### src/pkh_pkg.sv
// Purpose: Shared constants for the packet handler configuration block
// Assumes: APB word addressing, register index times four gives the byte address
// Notes: Register indices keep the printed numbering
package pkh_pkg;
    localparam int ADDR_W = 12;
    // Register indices
    localparam logic [7:0] IDX_PKT_CFG = 8'h37;
    localparam logic [7:0] IDX_PAYLOAD_LEN = 8'h38;
    localparam logic [7:0] IDX_STATION_ADDR = 8'h39;
    localparam logic [7:0] IDX_GROUP_ADDR = 8'h3a;
    localparam logic [7:0] IDX_AUTO_CTRL = 8'h3b;
    localparam logic [7:0] IDX_OP_MODE = 8'h50;
    localparam logic [7:0] IDX_IRQ_STATUS = 8'h51;
    localparam logic [7:0] IDX_IRQ_MASK = 8'h52;
    localparam logic [7:0] IDX_LIVE_STATUS = 8'h53;
    // Packet configuration field positions
    localparam int PC_LEN_KIND = 7;
    localparam int PC_LINE_HI = 6;
    localparam int PC_LINE_LO = 5;
    localparam int PC_CRC_EN = 4;
    localparam int PC_FAIL_KEEP = 3;
    localparam int PC_FILT_HI = 2;
    localparam int PC_FILT_LO = 1;
    localparam logic [7:0] PC_WR_MASK = 8'hfe;
    // Auto sequencer field positions
    localparam int AC_ENT_HI = 7;
    localparam int AC_ENT_LO = 5;
    localparam int AC_LV_HI = 4;
    localparam int AC_LV_LO = 2;
    localparam int AC_MODE_HI = 1;
    localparam int AC_MODE_LO = 0;
    // Reset values
    localparam logic [7:0] RST_PKT_CFG = 8'h10;
    localparam logic [7:0] RST_PAYLOAD_LEN = 8'h40;
    localparam logic [7:0] RST_STATION_ADDR = 8'h00;
    localparam logic [7:0] RST_GROUP_ADDR = 8'h00;
    localparam logic [7:0] RST_AUTO_CTRL = 8'h00;
    localparam logic [1:0] RST_OP_MODE = 2'h1;
    // Encodings
    localparam logic [1:0] LINE_NONE = 2'h0;
    localparam logic [1:0] LINE_MANCH = 2'h1;
    localparam logic [1:0] LINE_WHITE = 2'h2;
    localparam logic [1:0] FILT_OFF = 2'h0;
    localparam logic [1:0] FILT_OWN = 2'h1;
    localparam logic [1:0] FILT_OWN_GRP = 2'h2;
    localparam logic [2:0] TRIG_OFF = 3'h0;
    localparam logic [2:0] TRIG_QHB_RISE = 3'h1;
    localparam logic [2:0] TRIG_OVER = 3'h2;
    localparam logic [2:0] TRIG_CRC = 3'h3;
    localparam logic [2:0] TRIG_PAYLOAD = 3'h4;
    localparam logic [2:0] TRIG_MARKER = 3'h5;
    localparam logic [2:0] TRIG_TXDONE = 3'h6;
    localparam logic [2:0] TRIG_SEVEN = 3'h7;
    // Interrupt status bits
    localparam int IRQ_W = 5;
    localparam int IRQ_PAYLOAD = 0;
    localparam int IRQ_CRC_FAIL = 1;
    localparam int IRQ_DROP = 2;
    localparam int IRQ_ENTER = 3;
    localparam int IRQ_LEAVE = 4;
    typedef enum logic [0:0] {
        PKH_AUTO_IDLE = 1'b0,
        PKH_AUTO_INTERIM = 1'b1
    } pkh_auto_e;
endpackage : pkh_pkg

### src/pkh_packet_handler.sv
// Purpose: Packet handler configuration, receive filtering and auto mode sequencer
// Assumes: Flag inputs are synchronous levels, event inputs are one-cycle pulses
// Notes: APB slave with one wait state on every access
`timescale 1ns/10ps
`default_nettype none

//Contract
// - Length-kind bit: 0 fixed length, 1 variable length with length byte.
// - Line code select: 00 none, 01 Manchester, 10 whitening, 11 reserved.
// - Checksum enable adds CRC on transmit and checks it on receive.
// - Fail-keep 0: failed CRC clears queue, restarts reception, no payload-complete.
// - Fail-keep 1: failed CRC keeps queue and still raises payload-complete.
// - Filter 00 off, 01 own address, 10 own or group, 11 reserved.
// - Fixed length: payload length register used both ways, reset 0x40.
// - Variable length: register is receive maximum, ignored on transmit.
// - Own station address register, reset zero, compared when filtering.
// - Group station address register, reset zero, compared in own-or-group filtering.
// - Entry trigger bits 7-5 select the flag edge entering interim mode.
// - Leave trigger bits 4-2 select the flag edge or timeout leaving.
// - Interim state field selects sleep, standby, receive or transmit.
// - Trigger code 000 switches automatic sequencing off.
// - Interim active flag set on entry, cleared on leaving.
module pkh_packet_handler
    import pkh_pkg::*;
(
    input wire logic clk,
    input wire logic rstn,
    input wire logic psel,
    input wire logic penable,
    input wire logic pwrite,
    input wire logic [ADDR_W-1:0] paddr,
    input wire logic [31:0] pwdata,
    output logic [31:0] prdata,
    output logic pready,
    output logic pslverr,
    input wire logic queue_has_byte,
    input wire logic queue_over_threshold,
    input wire logic frame_marker_match,
    input wire logic tx_frame_done,
    input wire logic rx_timeout,
    input wire logic rx_addr_valid,
    input wire logic [7:0] rx_addr,
    input wire logic rx_len_valid,
    input wire logic [7:0] rx_len,
    input wire logic rx_frame_end,
    input wire logic rx_crc_pass,
    output logic length_kind_select,
    output logic [1:0] line_code_select,
    output logic tx_crc_append,
    output logic rx_crc_check,
    output logic [7:0] tx_len,
    output logic [7:0] rx_max_len,
    output logic queue_clear,
    output logic rx_restart,
    output logic rx_payload_complete,
    output logic checksum_good,
    output logic [1:0] op_mode,
    output logic auto_interim_active,
    output logic irq
);
    logic [7:0] pkt_cfg_ff, payload_len_ff, station_addr_ff, group_addr_ff, auto_ctrl_ff;
    logic [1:0] sw_mode_ff, saved_mode_ff;
    logic [IRQ_W-1:0] irq_st_ff, irq_mask_ff, nxt_irq_st;
    logic pready_ff, pslverr_ff;
    logic [31:0] prdata_ff, nxt_prdata;
    logic nxt_hit;
    logic [7:0] idx;
    logic wr_en;
    logic qhb_prev_ff, over_prev_ff, crc_prev_ff, pc_prev_ff, mark_prev_ff, txd_prev_ff;
    logic payload_ff, crc_good_ff, queue_clear_ff, restart_ff;
    logic [1:0] op_mode_ff;
    pkh_auto_e auto_state_ff;
    logic enter_ev, leave_ev, auto_on, crc_fail, drop_ev, addr_pass;
    logic [2:0] ent_code, lv_code;

    // APB: access phase held one cycle, second access cycle completes
    assign idx = paddr[9:2];
    assign wr_en = psel && penable && pready_ff && pwrite && !pslverr_ff;

    always_comb begin
        nxt_hit = 1'b1;
        nxt_prdata = 32'h0000_0000;
        case (idx)
            IDX_PKT_CFG: nxt_prdata[7:0] = pkt_cfg_ff;
            IDX_PAYLOAD_LEN: nxt_prdata[7:0] = payload_len_ff;
            IDX_STATION_ADDR: nxt_prdata[7:0] = station_addr_ff;
            IDX_GROUP_ADDR: nxt_prdata[7:0] = group_addr_ff;
            IDX_AUTO_CTRL: nxt_prdata[7:0] = auto_ctrl_ff;
            IDX_OP_MODE: nxt_prdata[1:0] = sw_mode_ff;
            IDX_IRQ_STATUS: nxt_prdata[IRQ_W-1:0] = irq_st_ff;
            IDX_IRQ_MASK: nxt_prdata[IRQ_W-1:0] = irq_mask_ff;
            IDX_LIVE_STATUS: nxt_prdata[3:0] = {op_mode_ff, auto_interim_active, payload_ff};
            default: nxt_hit = 1'b0;
        endcase
        if (paddr[1:0] != 2'h0 || paddr[ADDR_W-1:10] != '0) begin
            nxt_hit = 1'b0;
        end
    end

    always_ff @(posedge clk or negedge rstn) begin
        if (!rstn) begin
            pready_ff <= 1'b0;
            pslverr_ff <= 1'b0;
            prdata_ff <= 32'h0000_0000;
        end else if (psel && penable && !pready_ff) begin
            pready_ff <= 1'b1;
            pslverr_ff <= !nxt_hit;
            prdata_ff <= (pwrite || !nxt_hit) ? 32'h0000_0000 : nxt_prdata;
        end else begin
            pready_ff <= 1'b0;
            pslverr_ff <= 1'b0;
        end
    end

    // Configuration registers
    always_ff @(posedge clk or negedge rstn) begin
        if (!rstn) begin
            pkt_cfg_ff <= RST_PKT_CFG;
            payload_len_ff <= RST_PAYLOAD_LEN;
            station_addr_ff <= RST_STATION_ADDR;
            group_addr_ff <= RST_GROUP_ADDR;
            auto_ctrl_ff <= RST_AUTO_CTRL;
            sw_mode_ff <= RST_OP_MODE;
            irq_mask_ff <= '0;
        end else if (wr_en) begin
            case (idx)
                IDX_PKT_CFG: pkt_cfg_ff <= pwdata[7:0] & PC_WR_MASK;
                IDX_PAYLOAD_LEN: payload_len_ff <= pwdata[7:0];
                IDX_STATION_ADDR: station_addr_ff <= pwdata[7:0];
                IDX_GROUP_ADDR: group_addr_ff <= pwdata[7:0];
                IDX_AUTO_CTRL: auto_ctrl_ff <= pwdata[7:0];
                IDX_OP_MODE: sw_mode_ff <= pwdata[1:0];
                IDX_IRQ_MASK: irq_mask_ff <= pwdata[IRQ_W-1:0];
                default: ;
            endcase
        end
    end

    // Datapath configuration outputs
    always_ff @(posedge clk or negedge rstn) begin
        if (!rstn) begin
            length_kind_select <= 1'b0;
            line_code_select <= LINE_NONE;
            tx_crc_append <= 1'b0;
            rx_crc_check <= 1'b0;
            tx_len <= RST_PAYLOAD_LEN;
            rx_max_len <= RST_PAYLOAD_LEN;
        end else begin
            length_kind_select <= pkt_cfg_ff[PC_LEN_KIND];
            // Reserved code 11 is passed on as is; software must not use it
            line_code_select <= pkt_cfg_ff[PC_LINE_HI:PC_LINE_LO];
            tx_crc_append <= pkt_cfg_ff[PC_CRC_EN];
            rx_crc_check <= pkt_cfg_ff[PC_CRC_EN];
            tx_len <= pkt_cfg_ff[PC_LEN_KIND] ? 8'h00 : payload_len_ff;
            rx_max_len <= payload_len_ff;
        end
    end

    // Receive acceptance
    always_comb begin
        case (pkt_cfg_ff[PC_FILT_HI:PC_FILT_LO])
            FILT_OWN: addr_pass = (rx_addr == station_addr_ff);
            FILT_OWN_GRP: addr_pass = (rx_addr == station_addr_ff)
                || (rx_addr == group_addr_ff);
            default: addr_pass = 1'b1;
        endcase
    end

    assign crc_fail = rx_frame_end && pkt_cfg_ff[PC_CRC_EN] && !rx_crc_pass;
    assign drop_ev = (rx_addr_valid && !addr_pass)
        || (rx_len_valid && pkt_cfg_ff[PC_LEN_KIND] && rx_len > payload_len_ff);

    always_ff @(posedge clk or negedge rstn) begin
        if (!rstn) begin
            queue_clear_ff <= 1'b0;
            restart_ff <= 1'b0;
        end else begin
            queue_clear_ff <= drop_ev || (crc_fail && !pkt_cfg_ff[PC_FAIL_KEEP]);
            restart_ff <= drop_ev || (crc_fail && !pkt_cfg_ff[PC_FAIL_KEEP]);
        end
    end

    // Set wins over the clear when the queue empties in the same cycle
    always_ff @(posedge clk or negedge rstn) begin
        if (!rstn) begin
            payload_ff <= 1'b0;
            crc_good_ff <= 1'b0;
        end else begin
            if (rx_frame_end && (!crc_fail || pkt_cfg_ff[PC_FAIL_KEEP])) begin
                payload_ff <= 1'b1;
            end else if (!queue_has_byte || queue_clear_ff) begin
                payload_ff <= 1'b0;
            end
            if (rx_frame_end && pkt_cfg_ff[PC_CRC_EN] && rx_crc_pass) begin
                crc_good_ff <= 1'b1;
            end else if (!queue_has_byte || queue_clear_ff) begin
                crc_good_ff <= 1'b0;
            end
        end
    end

    // Flag history for edge detection
    always_ff @(posedge clk or negedge rstn) begin
        if (!rstn) begin
            qhb_prev_ff <= 1'b0;
            over_prev_ff <= 1'b0;
            crc_prev_ff <= 1'b0;
            pc_prev_ff <= 1'b0;
            mark_prev_ff <= 1'b0;
            txd_prev_ff <= 1'b0;
        end else begin
            qhb_prev_ff <= queue_has_byte;
            over_prev_ff <= queue_over_threshold;
            crc_prev_ff <= crc_good_ff;
            pc_prev_ff <= payload_ff;
            mark_prev_ff <= frame_marker_match;
            txd_prev_ff <= tx_frame_done;
        end
    end

    assign ent_code = auto_ctrl_ff[AC_ENT_HI:AC_ENT_LO];
    assign lv_code = auto_ctrl_ff[AC_LV_HI:AC_LV_LO];
    assign auto_on = (ent_code != TRIG_OFF) && (lv_code != TRIG_OFF);

    always_comb begin
        case (ent_code)
            TRIG_QHB_RISE: enter_ev = queue_has_byte && !qhb_prev_ff;
            TRIG_OVER: enter_ev = queue_over_threshold && !over_prev_ff;
            TRIG_CRC: enter_ev = crc_good_ff && !crc_prev_ff;
            TRIG_PAYLOAD: enter_ev = payload_ff && !pc_prev_ff;
            TRIG_MARKER: enter_ev = frame_marker_match && !mark_prev_ff;
            TRIG_TXDONE: enter_ev = tx_frame_done && !txd_prev_ff;
            TRIG_SEVEN: enter_ev = !queue_has_byte && qhb_prev_ff;
            default: enter_ev = 1'b0;
        endcase
        case (lv_code)
            TRIG_QHB_RISE: leave_ev = !queue_has_byte && qhb_prev_ff;
            TRIG_OVER: leave_ev = (queue_over_threshold && !over_prev_ff) || rx_timeout;
            TRIG_CRC: leave_ev = (crc_good_ff && !crc_prev_ff) || rx_timeout;
            TRIG_PAYLOAD: leave_ev = (payload_ff && !pc_prev_ff) || rx_timeout;
            TRIG_MARKER: leave_ev = (frame_marker_match && !mark_prev_ff) || rx_timeout;
            TRIG_TXDONE: leave_ev = tx_frame_done && !txd_prev_ff;
            TRIG_SEVEN: leave_ev = rx_timeout;
            default: leave_ev = 1'b0;
        endcase
    end

    // Auto mode sequencer
    always_ff @(posedge clk or negedge rstn) begin
        if (!rstn) begin
            auto_state_ff <= PKH_AUTO_IDLE;
            saved_mode_ff <= RST_OP_MODE;
            op_mode_ff <= RST_OP_MODE;
        end else begin
            case (auto_state_ff)
                PKH_AUTO_IDLE: begin
                    op_mode_ff <= sw_mode_ff;
                    if (auto_on && enter_ev) begin
                        auto_state_ff <= PKH_AUTO_INTERIM;
                        saved_mode_ff <= sw_mode_ff;
                        op_mode_ff <= auto_ctrl_ff[AC_MODE_HI:AC_MODE_LO];
                    end
                end
                PKH_AUTO_INTERIM: begin
                    // Turning the sequencer off also ends the interim stay
                    if (!auto_on || leave_ev) begin
                        auto_state_ff <= PKH_AUTO_IDLE;
                        op_mode_ff <= saved_mode_ff;
                    end
                end
                default: auto_state_ff <= PKH_AUTO_IDLE;
            endcase
        end
    end

    // Sticky interrupt status, write one to clear, set wins
    always_comb begin
        nxt_irq_st = irq_st_ff;
        if (wr_en && idx == IDX_IRQ_STATUS) begin
            nxt_irq_st = irq_st_ff & ~pwdata[IRQ_W-1:0];
        end
        if (payload_ff && !pc_prev_ff) begin
            nxt_irq_st[IRQ_PAYLOAD] = 1'b1;
        end
        if (crc_fail) begin
            nxt_irq_st[IRQ_CRC_FAIL] = 1'b1;
        end
        if (drop_ev) begin
            nxt_irq_st[IRQ_DROP] = 1'b1;
        end
        if (auto_state_ff == PKH_AUTO_IDLE && auto_on && enter_ev) begin
            nxt_irq_st[IRQ_ENTER] = 1'b1;
        end
        if (auto_state_ff == PKH_AUTO_INTERIM && (!auto_on || leave_ev)) begin
            nxt_irq_st[IRQ_LEAVE] = 1'b1;
        end
    end

    always_ff @(posedge clk or negedge rstn) begin
        if (!rstn) begin
            irq_st_ff <= '0;
            irq <= 1'b0;
        end else begin
            irq_st_ff <= nxt_irq_st;
            irq <= |(nxt_irq_st & irq_mask_ff);
        end
    end

    assign prdata = prdata_ff;
    assign pready = pready_ff;
    assign pslverr = pslverr_ff;
    assign queue_clear = queue_clear_ff;
    assign rx_restart = restart_ff;
    assign rx_payload_complete = payload_ff;
    assign checksum_good = crc_good_ff;
    assign op_mode = op_mode_ff;
    assign auto_interim_active = (auto_state_ff == PKH_AUTO_INTERIM);
endmodule : pkh_packet_handler

`default_nettype wire

### config.mk
export PLATFORM = sky130hd
export DESIGN_NAME = pkh_packet_handler
export DESIGN_NICKNAME = d
export VERILOG_FILES = /design/src/pkh_pkg.sv /design/src/pkh_packet_handler.sv
export SDC_FILE = /design/constraint.sdc
export NUM_CORES = 1
export LEC_CHECK = 0
export ABC_AREA = 1
export BUFFER_PORTS_ARGS = -buffer_cell sky130_fd_sc_hd__buf_2
export CORE_UTILIZATION = 35
export CTS_CLUSTER_DIAMETER = 30
export DETAILED_ROUTE_END_ITERATION = 8
export GPL_TIMING_DRIVEN = 0
export SLEW_MARGIN = 20
export SYNTH_ARGS = -nofsm -noshare
export SYNTH_HDL_FRONTEND = slang
export SYNTH_SLANG_ARGS = --single-unit
### constraint.sdc
create_clock -name clk -period 4.1 [get_ports clk]
set_input_delay 0.615 -clock clk [delete_from_list [all_inputs] [get_ports clk]]
set_output_delay 0.615 -clock clk [all_outputs]
set_load 0.05 [all_outputs]
## Word level (Yosys, flattened, before mapping)

Cells that the tools add are included.

| storage, ports and cells | value |
|---|---|
| input port bits | 74 |
| word-level logic and storage cells | 159 |
| output and inout bits | 63 |
| flip-flop bits (word level) | 120 |

| operators by class | value |
|---|---|
| reduce and logical (&&, ||, !) cells | 69 |
| mux-type cells | 28 |
| equality and inequality tests | 28 |
| magnitude comparators | 1 |
| bitwise logic cells | 4 |

Operator list:

| kind | number |
|---|---|
| $eq 8x6->1 const B | 5 |
| $eq 8x7->1 const B | 4 |
| $logic_and 1x1->1 | 26 |
| $eq 3x3->1 const B | 8 |
| $pmux 1 s7 | 3 |
| $pmux 2 s9 | 1 |
| $eq 8x8->1 | 2 |
| $mux 8 | 2 |
| $pmux 2 s8 | 1 |
| $reduce_and 2->1 | 8 |
| $logic_not 1->1 | 15 |
| $pmux 3 s5 | 1 |
| $mux 1 | 14 |
| $eq 3x2->1 const B | 4 |
| $logic_or 1x1->1 | 12 |
| $and 5x5->5 | 2 |
| $reduce_or 9->1 | 1 |
| $gt 8x8->1 | 1 |
| $reduce_bool 2->1 | 4 |
| $eq 3x1->1 const B | 2 |
| $reduce_bool 3->1 | 2 |
| $mux 5 | 1 |
| $not 5->5 | 1 |
| $reduce_or 5->1 | 1 |
| other kinds (7) | 9 |

## Logic depth before layout (Yosys ltp)

Gate-level depths: netlist (run 1).

| logic depth | value |
|---|---|
| depth after elaboration | 9 |
| mapped depth | 12 |
| gate-level depth less buffers | 12 |

## Worst setup path after synthesis (run 1)

OpenSTA, ideal clock, no wires.

| timing | value |
|---|---|
| kind | reg2reg |
| start point | register pready_ff, in the netlist pready |
| end point | register irq |
| library setup time | 0.124 ns |
| stages on the path, launching flop included | 10 |
| period minus slack after synthesis | 1.786 ns |
| path buffers | 0 |
| data required time | 3.976 ns |
| arrival time | 1.662 ns |
| setup slack | 2.314 ns |
| path through | dfrtp_1 nand2_1 nor3_4 nand3_2 nand2_1 o21ai_1 o21ai_1 inv_1 nor2_1 nand3_1 |

| on the way | value |
|---|---|
| word-level cells in the longest chain between the ends | 8 |
| elaborated cells between the ends (all ways) | 12 |

Ends and longest elaborated chain:

| element | RTL line | source |
|---|---|---|
| start: declaration | pkh_packet_handler.sv:64 | `logic pready_ff, pslverr_ff;` |
| start signal: assignment | pkh_packet_handler.sv:102 | `pready_ff <= 1'b0;` |
| start signal: assignment | pkh_packet_handler.sv:106 | `pready_ff <= 1'b1;` |
| start signal: assignment | pkh_packet_handler.sv:110 | `pready_ff <= 1'b0;` |
| $logic_and 1x1->1 (*) (3 in a row) | pkh_packet_handler.sv:78 | `assign wr_en = psel && penable && pready_ff && pwrite && !pslverr_ff;` |
| $logic_and 1x1->1 (*) | pkh_packet_handler.sv:279 | `if (wr_en && idx == IDX_IRQ_STATUS) begin` |
| $mux 5 (*) | pkh_packet_handler.sv:279 |  |
| $mux 1 (on tied branches) | -- |  |
| $and 5x5->5 (*) | pkh_packet_handler.sv:305 | `irq <= \|(nxt_irq_st & irq_mask_ff);` |
| $reduce_or 5->1 (*) | pkh_packet_handler.sv:305 |  |
| end signal: assignment | pkh_packet_handler.sv:305 |  |
| end: declaration | pkh_packet_handler.sv:59 | `output logic irq` |

Every way passes the cells marked *; elsewhere a longest branch is shown, timed or not.
A chain may end at the register's enable or synchronous reset.

## Final worst setup path (run 1)

| timing | value |
|---|---|
| start point | input psel |
| end point | register irq |

| on the way | value |
|---|---|
| word-level cells in the longest chain between the ends | 9 |
| elaborated cells between the ends (all ways) | 13 |

Ends and longest elaborated chain:

| element | RTL line | source |
|---|---|---|
| start: declaration | pkh_packet_handler.sv:28 | `input wire logic psel,` |
| $logic_and 1x1->1 (4 in a row) | pkh_packet_handler.sv:78 |  |
| $logic_and 1x1->1 | pkh_packet_handler.sv:279 |  |
| $mux 5 | pkh_packet_handler.sv:279 |  |
| $mux 1 | pkh_packet_handler.sv:291 | `if (auto_state_ff == PKH_AUTO_IDLE && auto_on && enter_ev) begin` |
| named net nxt_irq_st[3] | pkh_packet_handler.sv:63 | `logic [IRQ_W-1:0] irq_st_ff, irq_mask_ff, nxt_irq_st;` |
| $and 5x5->5 | pkh_packet_handler.sv:305 |  |
| $reduce_or 5->1 | pkh_packet_handler.sv:305 |  |

The timed path passes the listed nets, and every way through them passes these cells.

==> impl_metrics.yaml, run 1 <==
logic_synthesis:
  synth_cells: 613
  synth_edf_count: 0
  synth_top_cell_by_area: "dfrtp_1"
  postSynth.asyncResetShare_pct: 100.0
  yosysUniqueCellTypes: 36
  yosys_most_used_dff: "dfrtp_1"
  synthMostInstantiatedCell: "nand2_1"
  synth_area_leaders: "dfrtp_1 (45%), nand2_1 (14%), o21ai_0 (7.1%)"
  syn_area_sq_um: 4920
  ys_seq_area_share_pct: 49.01
  yosysWarnings: 0
  yosys.area.top_type_share_pct: 45.27
  synth-adder-area-share_pct: 3.052
  synthMuxAreaShare_pct: 0
  synth_compound_area_share_pct: 10.68
  synth.avg_cell_area_sq_um: 8.026
  synth_common_cells: "nand2_1 (178), dfrtp_1 (89), inv_1 (70), o21ai_0 (70), nor2_1 (47)"
  synth_top_family_by_area: "simple AND/OR/NAND/NOR gates"
  synth_xor_area_share_pct: 1.602
  synth_simple_gate_area_share_pct: 25.00
  synth_seq_cells: 96
sta:
  whs_ns: 0.1515
  final-hold-violation-count: 0
  tightest_slew_ns: 0.5230
  fmax_mhz: 520.8
  period_needed_ns: 1.920
  setup_violations: 0
  fin_skew_ns: 0.005289
  drv_slew: 0
  max-slew-margin-rel_pct: 65.02
  finalSetupTns_ns: 0
  min_period_over_period_pct: 46.83
  rsz0062_at_grt: "no"
route:
  routed_wirelength_microns: 13120
  avgViaCountPerCell: 4.768
  remaining_drc_errors: 0
  dr.pass1.iters: 5
  vias: 4372
  post_drt_wl_per_cell_microns: 14.30
  drt_first_iter_violations: 258
  ant_nets: 0
clock_tree:
  clock_tree.buffer_depth: 2
  path_clk_slew_ns: 0.06
  ctsResizeCount: 0
  post-cts-setup-buffers: 0
  cts-root-buf: "clkbuf_16"
  cts_max_level: 3
  cts_tree: "built"
  ctsHoldBuffers: 0
  clock_latency_ns: 0.34
  numClockSinks: 96
  cts_made_buffers: 9
worst_setup_path:
  critPathKind: "input pin to flip-flop"
  required_ns: 4.32
  cp-start-kind: "input pin"
  end_kind: "flip-flop"
  critical_path.startpoint: "psel"
  cp_max_fo: 8
  arrival_ns: 2.14
  timing.rr.start: "payload_len_ff[6]$_DFFE_PN1P_"
floorplanning:
  die_y_microns: 120.6
  core_sq_um: 13450
  die_area_sq_um: 14530
  die_width_microns: 120.6
  initial_core_util_pct: 36.57
  io_pins: 137
  rows: 42
global_routing:
  grt_pass1_vias: 4172
  grt_max_degree: 64
  gr-usage-all-layers_pct: 19.09
  antenna_found_initial: 0
  grt_pass1_wl_microns: 21000
  grt_overflow_total: 0
placement:
  port_buffers: 88
  place_congestion: 0.8952
  dp_hpwl_microns: 10200
  placed_cells: 901
worst_hold_path:
  hp-class: "input pin to async pin"
flow_run:
  drv_cap: 0
finish:
  final_core_util_pct: 44.44
  seq_area_sq_um: 2411
  n_antenna_cell: 0
  area_delta_synth_final_pct: 21.52
  multi_input_area_sq_um: 2074
  stdcell_count: 917
  final_layout_size_suffix_gt1_share_pct: 22.00
  nNetsFinal: 822
  n_fill_cell: 1390
pwr:
  p_leak_uw: 0.003160
  p_per_area_nw_per_um2: 324.7
  ir_drop_mv: 0.1631
outcome:
  outcome: "completed"
registers in the layout, indices dropped and copies added (netlist names), 2 cells and up:
register	flops
prdata	8
line_code_select	2
tx_len	8
irq_mask_ff	5
rx_max_len	8
auto_ctrl_ff	8
station_addr_ff	8
op_mode	2
payload_len_ff	8
group_addr_ff	8
pkt_cfg_ff	7
sw_mode_ff	2
saved_mode_ff	2
irq_st_ff	5
worst max-delay path, cell delays in order:
cell and delay, ns:
buf_2 0.08, nand2_1 0.10, nor3_4 0.47, nand3_2 0.25, o21ai_1 0.20, nand2_1 0.10, nand2_1 0.08, nand2_1 0.04
nor2_1 0.09, nand3_1 0.11
metrics by stage:
stage | power (uW) | cell area (sq um) | setup slack [ns]
floorplan | 1095 | 5006 | 2.314
CTS | 1958 | 5978 | 2.196
global route | 2020 | 5978 | 2.020
global placement | 1162 | 5667 | 1.507
detailed placement | 1169 | 5700 | 1.838
finish | 1941 | 5978 | 2.180
layer usage:
layer	up-vias	wire [microns]	track usage (%)
met3	17	728	2.736
met4	0	309	7.870
met2	148	6128	30.21
met1	2051	5949	26.20
li1	2156	-	-
met5	-	0	0
cell families (layout without fill, tap and decap cells):
kind of cell	count (synthesis)	after routing
and+or+nand+nor	285	285
DFF	96	96
adders and majority gates	12	12
buffers and inverters	109	214
AOI/OAI and AO/OA	101	101
xor gates and xnor gates	9	9
other	1	24
layout make-up:
class,count,share of cell area (%)
Clock buffer,13,4.353
Inverter,76,4.772
Tap cell,176,3.684
Clock inverter,3,0.2930
Timing Repair Buffer,89,7.932
Buffer,33,3.935
Sequential cell,96,40.33
Multi-Input combinational cell,431,34.70
cell usage in the layout (no fill, tap or decap), drive strengths merged:
| master | synthesis | routed |
|---|---|---|
| a21boi | 1 | 1 |
| o211ai | 1 | 1 |
| dfrtp | 89 | 89 |
| nor2 | 50 | 50 |
| inv | 75 | 75 |
| nand4 | 8 | 8 |
| buf | 32 | 121 |
| clkbuf | 1 | 14 |
| clkinv | 1 | 3 |
| a21oi | 11 | 11 |
| nor4 | 1 | 1 |
| nand3b | 4 | 4 |
| nor3 | 4 | 4 |
| o21a | 1 | 1 |
| or2 | 3 | 3 |
| o22ai | 4 | 4 |
| nand2 | 182 | 182 |
| clkinvlp | 0 | 1 |
| xnor2 | 9 | 9 |
| o21ai | 80 | 80 |
| nand3 | 33 | 33 |
| o21bai | 1 | 1 |
| conb | 1 | 24 |
| ha | 12 | 12 |
| dfstp | 7 | 7 |
| a211oi | 2 | 2 |
power by group:
| group | switching [uW] | internal (uW) | total [uW] |
|---|---|---|---|
| Combinational | 135 | 56.1 | 192 |
| Sequential | 4.25 | 955 | 959 |
| Clock | 348 | 443 | 791 |
| Total | 488 | 1450 | 1940 |
worst paths after layout:
kind                                                  to  slack [ns]  cells after the start
setup / recovery                           irq$_DFF_PN0_        2.18                     10
hold / removal             line_code_select[1]$_DFF_PN0_        0.15                      1
setup reg to reg                           irq$_DFF_PN0_        2.18                      9
hold reg to reg                  rx_max_len[5]$_DFF_PN0_        0.40                      0
max in group asynchronous      sw_mode_ff[0]$_DFFE_PN1P_        3.28                      2
min in group clk                  over_prev_ff$_DFF_PN0_        0.38                      1
No activity file was read; power rests on OpenSTA's default activity.
==> run 2, diff against run 1 <==
ABC_AREA = 0   (was 1)
clock period = 1.6 ns   (was 4.1 ns; I/O delays follow)
==> impl_metrics.yaml, run 2 <==
logic_synthesis:
  synth_compound_area_share_pct: 11.43
  yosysUniqueCellTypes: 60
  synth_cells: 439
  syn_area_sq_um: 4870
  yosysWarnings: 0
  synth_common_cells: "dfrtp_1 (89), nand2_1 (46), mux2_2 (40), buf_4 (26), o21ai_0 (26)"
  synth-adder-area-share_pct: 3.083
  synth_simple_gate_area_share_pct: 14.52
  yosys_most_used_dff: "dfrtp_1"
  synth_seq_cells: 96
  synth.avg_cell_area_sq_um: 11.09
  synthMuxAreaShare_pct: 12.15
  synth_top_family_by_area: "simple AND/OR/NAND/NOR gates"
  synthMostInstantiatedCell: "dfrtp_1"
  synth_edf_count: 0
  synth_area_leaders: "dfrtp_1 (46%), mux2_2 (9.2%), buf_4 (4.0%)"
  yosys.area.top_type_share_pct: 45.73
  ys_seq_area_share_pct: 49.51
  synth_xor_area_share_pct: 2.878
  synth_top_cell_by_area: "dfrtp_1"
  postSynth.asyncResetShare_pct: 100.0
sta:
  fin_skew_ns: 0.009347
  period_needed_ns: 1.941
  final-hold-violation-count: 0
  setup_ws_ns: -0.3407
  min_period_over_period_pct: 121.3
  fmax_mhz: 515.3
  setup_violations: 47
  max-slew-margin-rel_pct: 59.44
  tightest_slew_ns: 0.6083
  rsz0062_at_grt: "yes"
  drv_slew: 0
clock_tree:
  numClockSinks: 96
  cts_tree: "built"
  cts-root-buf: "clkbuf_16"
  path_clk_slew_ns: 0.06
  cts_max_level: 3
  cts_made_buffers: 9
  clock_latency_ns: 0.35
  clock_tree.buffer_depth: 2
outcome:
  outcome: "complete, but fails checks"
  violations: "negative setup slack"
worst_setup_path:
  required_ns: 1.82
  cp_max_fo: 4
  cp-start-kind: "flip-flop"
  critPathKind: "flip-flop to flip-flop"
  arrival_ns: 2.16
  end_kind: "flip-flop"
finish:
  layout_common_cells: "buf_2 (87), dfrtp_1 (84), buf_4 (47)"
  final_core_util_pct: 51.50
  n_antenna_cell: 0
  fin_area_sq_um: 6902
  final_common_cell: "buf_2"
  area_delta_synth_final_pct: 41.73
  n_fill_cell: 1212
  nNetsFinal: 683
  final_layout_size_suffix_gt1_share_pct: 50.83
floorplanning:
  rows: 42
  initial_core_util_pct: 36.34
  io_pins: 137
  core_sq_um: 13400
  die_y_microns: 120.0
  die_width_microns: 120.0
  die_area_sq_um: 14390
global_routing:
  gr-usage-all-layers_pct: 19.76
  grt_overflow_total: 0
  grt_pass1_wl_microns: 21510
  grt_pass1_vias: 3830
  antenna_found_initial: 0
  grt_max_degree: 52
route:
  remaining_drc_errors: 0
  routed_wirelength_microns: 13540
  vias: 3924
  dr.pass1.iters: 4
  drt_first_iter_violations: 219
  avgViaCountPerCell: 5.044
  post_drt_wl_per_cell_microns: 17.40
  ant_nets: 0
pwr:
  switching_share_pct: 27.20
  p_switching_uw: 1398
  finalPower_uw: 5141
  power_frac_comb_pct: 12.0
  pwr-share-seq_pct: 48.1
  ir_drop_mv: 0.5664
  p_int_uw: 3742
  p_per_area_nw_per_um2: 744.8
  pwr-share-clk_pct: 39.9
  p_leak_uw: 0.003192
worst_hold_path:
  hp-class: "input pin to flip-flop"
flow_run:
  drv_cap: 0
placement:
  place_area_sq_um: 5916
  port_buffers: 87
  dp_hpwl_microns: 9976
  place_congestion: 0.8881
[run 2: path summary, 6_finish.rpt]
kind	from	to	slack [ns]	cells past startpoint
max in group asynchronous	rstn	saved_mode_ff[0]$_DFFE_PN1P_	0.55	3
worst max register to register	pc_prev_ff$_DFF_PN0_	op_mode[1]$_DFFE_PN0P_	-0.34	6
worst min-delay path	queue_over_threshold	over_prev_ff$_DFF_PN0_	0.03	1
worst min register to register	payload_len_ff[3]$_DFFE_PN0P_	rx_max_len[3]$_DFF_PN0_	0.39	0
min in group asynchronous	rstn	rx_max_len[5]$_DFF_PN0_	0.39	2
worst max-delay path	pc_prev_ff$_DFF_PN0_	op_mode[1]$_DFFE_PN0P_	-0.34	6
[run 2: cell families after synthesis]
family,after synthesis
AOI/OAI and AO/OA,82
xor gates and xnor gates,16
adders and majority gates,12
buffers and inverters,55
DFF,96
muxes,49
other,1
and+or+nand+nor,128
[run 2: final cells by class]
class	count	area [sq um]	share of cell area, %
Timing Repair Buffer	124	854.6	12.38
Clock inverter	6	52.55	0.7614
Sequential cell	96	2417	35.03
Clock buffer	10	229.0	3.318
Inverter	14	55.05	0.7977
Multi-Input combinational cell	311	2754	39.90
Buffer	41	319.1	4.623
Tap cell	176	220.2	3.191
[run 2: critical path, stage by stage (launching register included)]
cell	delay, ns
dfrtp_1	0.37
nand2b_4	0.14
mux4_2	0.48
a211oi_4	0.36
mux2_4	0.34
nand2_2	0.07
o21ai_2	0.05
[run 2: power by group through the flow]
stage	logic, uW	registers [uW]	clock network, uW
final	618	2470	2050
after global routing	667	2470	2200
after CTS	596	2470	2090
after detailed placement	568	2520	0
after global placement	551	2520	0
after floorplan	323	2550	0
[run 2: what timing repair did]
action,CTS,global route
pin swaps,22,25
setup buffers,23,10
hold buffers,1,0
gates cloned,2,0
resized for setup,52,49
hold endpoints to repair,42,0
setup endpoints to repair,57,55
[run 2: per-layer routing]
| layer | routed length, microns | vias up | track usage, % |
|---|---|---|---|
| li1 | - | 1851 | - |
| met1 | 5928 | 1941 | 26.42 |
| met2 | 6759 | 119 | 32.76 |
| met3 | 676 | 13 | 3.802 |
| met4 | 175 | 0 | 4.922 |
| met5 | 0 | - | 0 |
[run 2: per-stage QoR]
stage	setup slack [ns]	hold slack (ns)	TNS (ns)	std cells
2_1_floorplan	-0.3714	-0.05559	-7.035	462
3_3_place_gp	-0.8312	0.3574	-80.33	725
3_5_place_dp	-0.5666	0.2007	-21.55	726
4_1_cts	-0.3774	0.01270	-5.135	768
5_1_grt	-0.3892	0.02762	-8.419	778
6_report	-0.3407	0.02702	-6.020	778
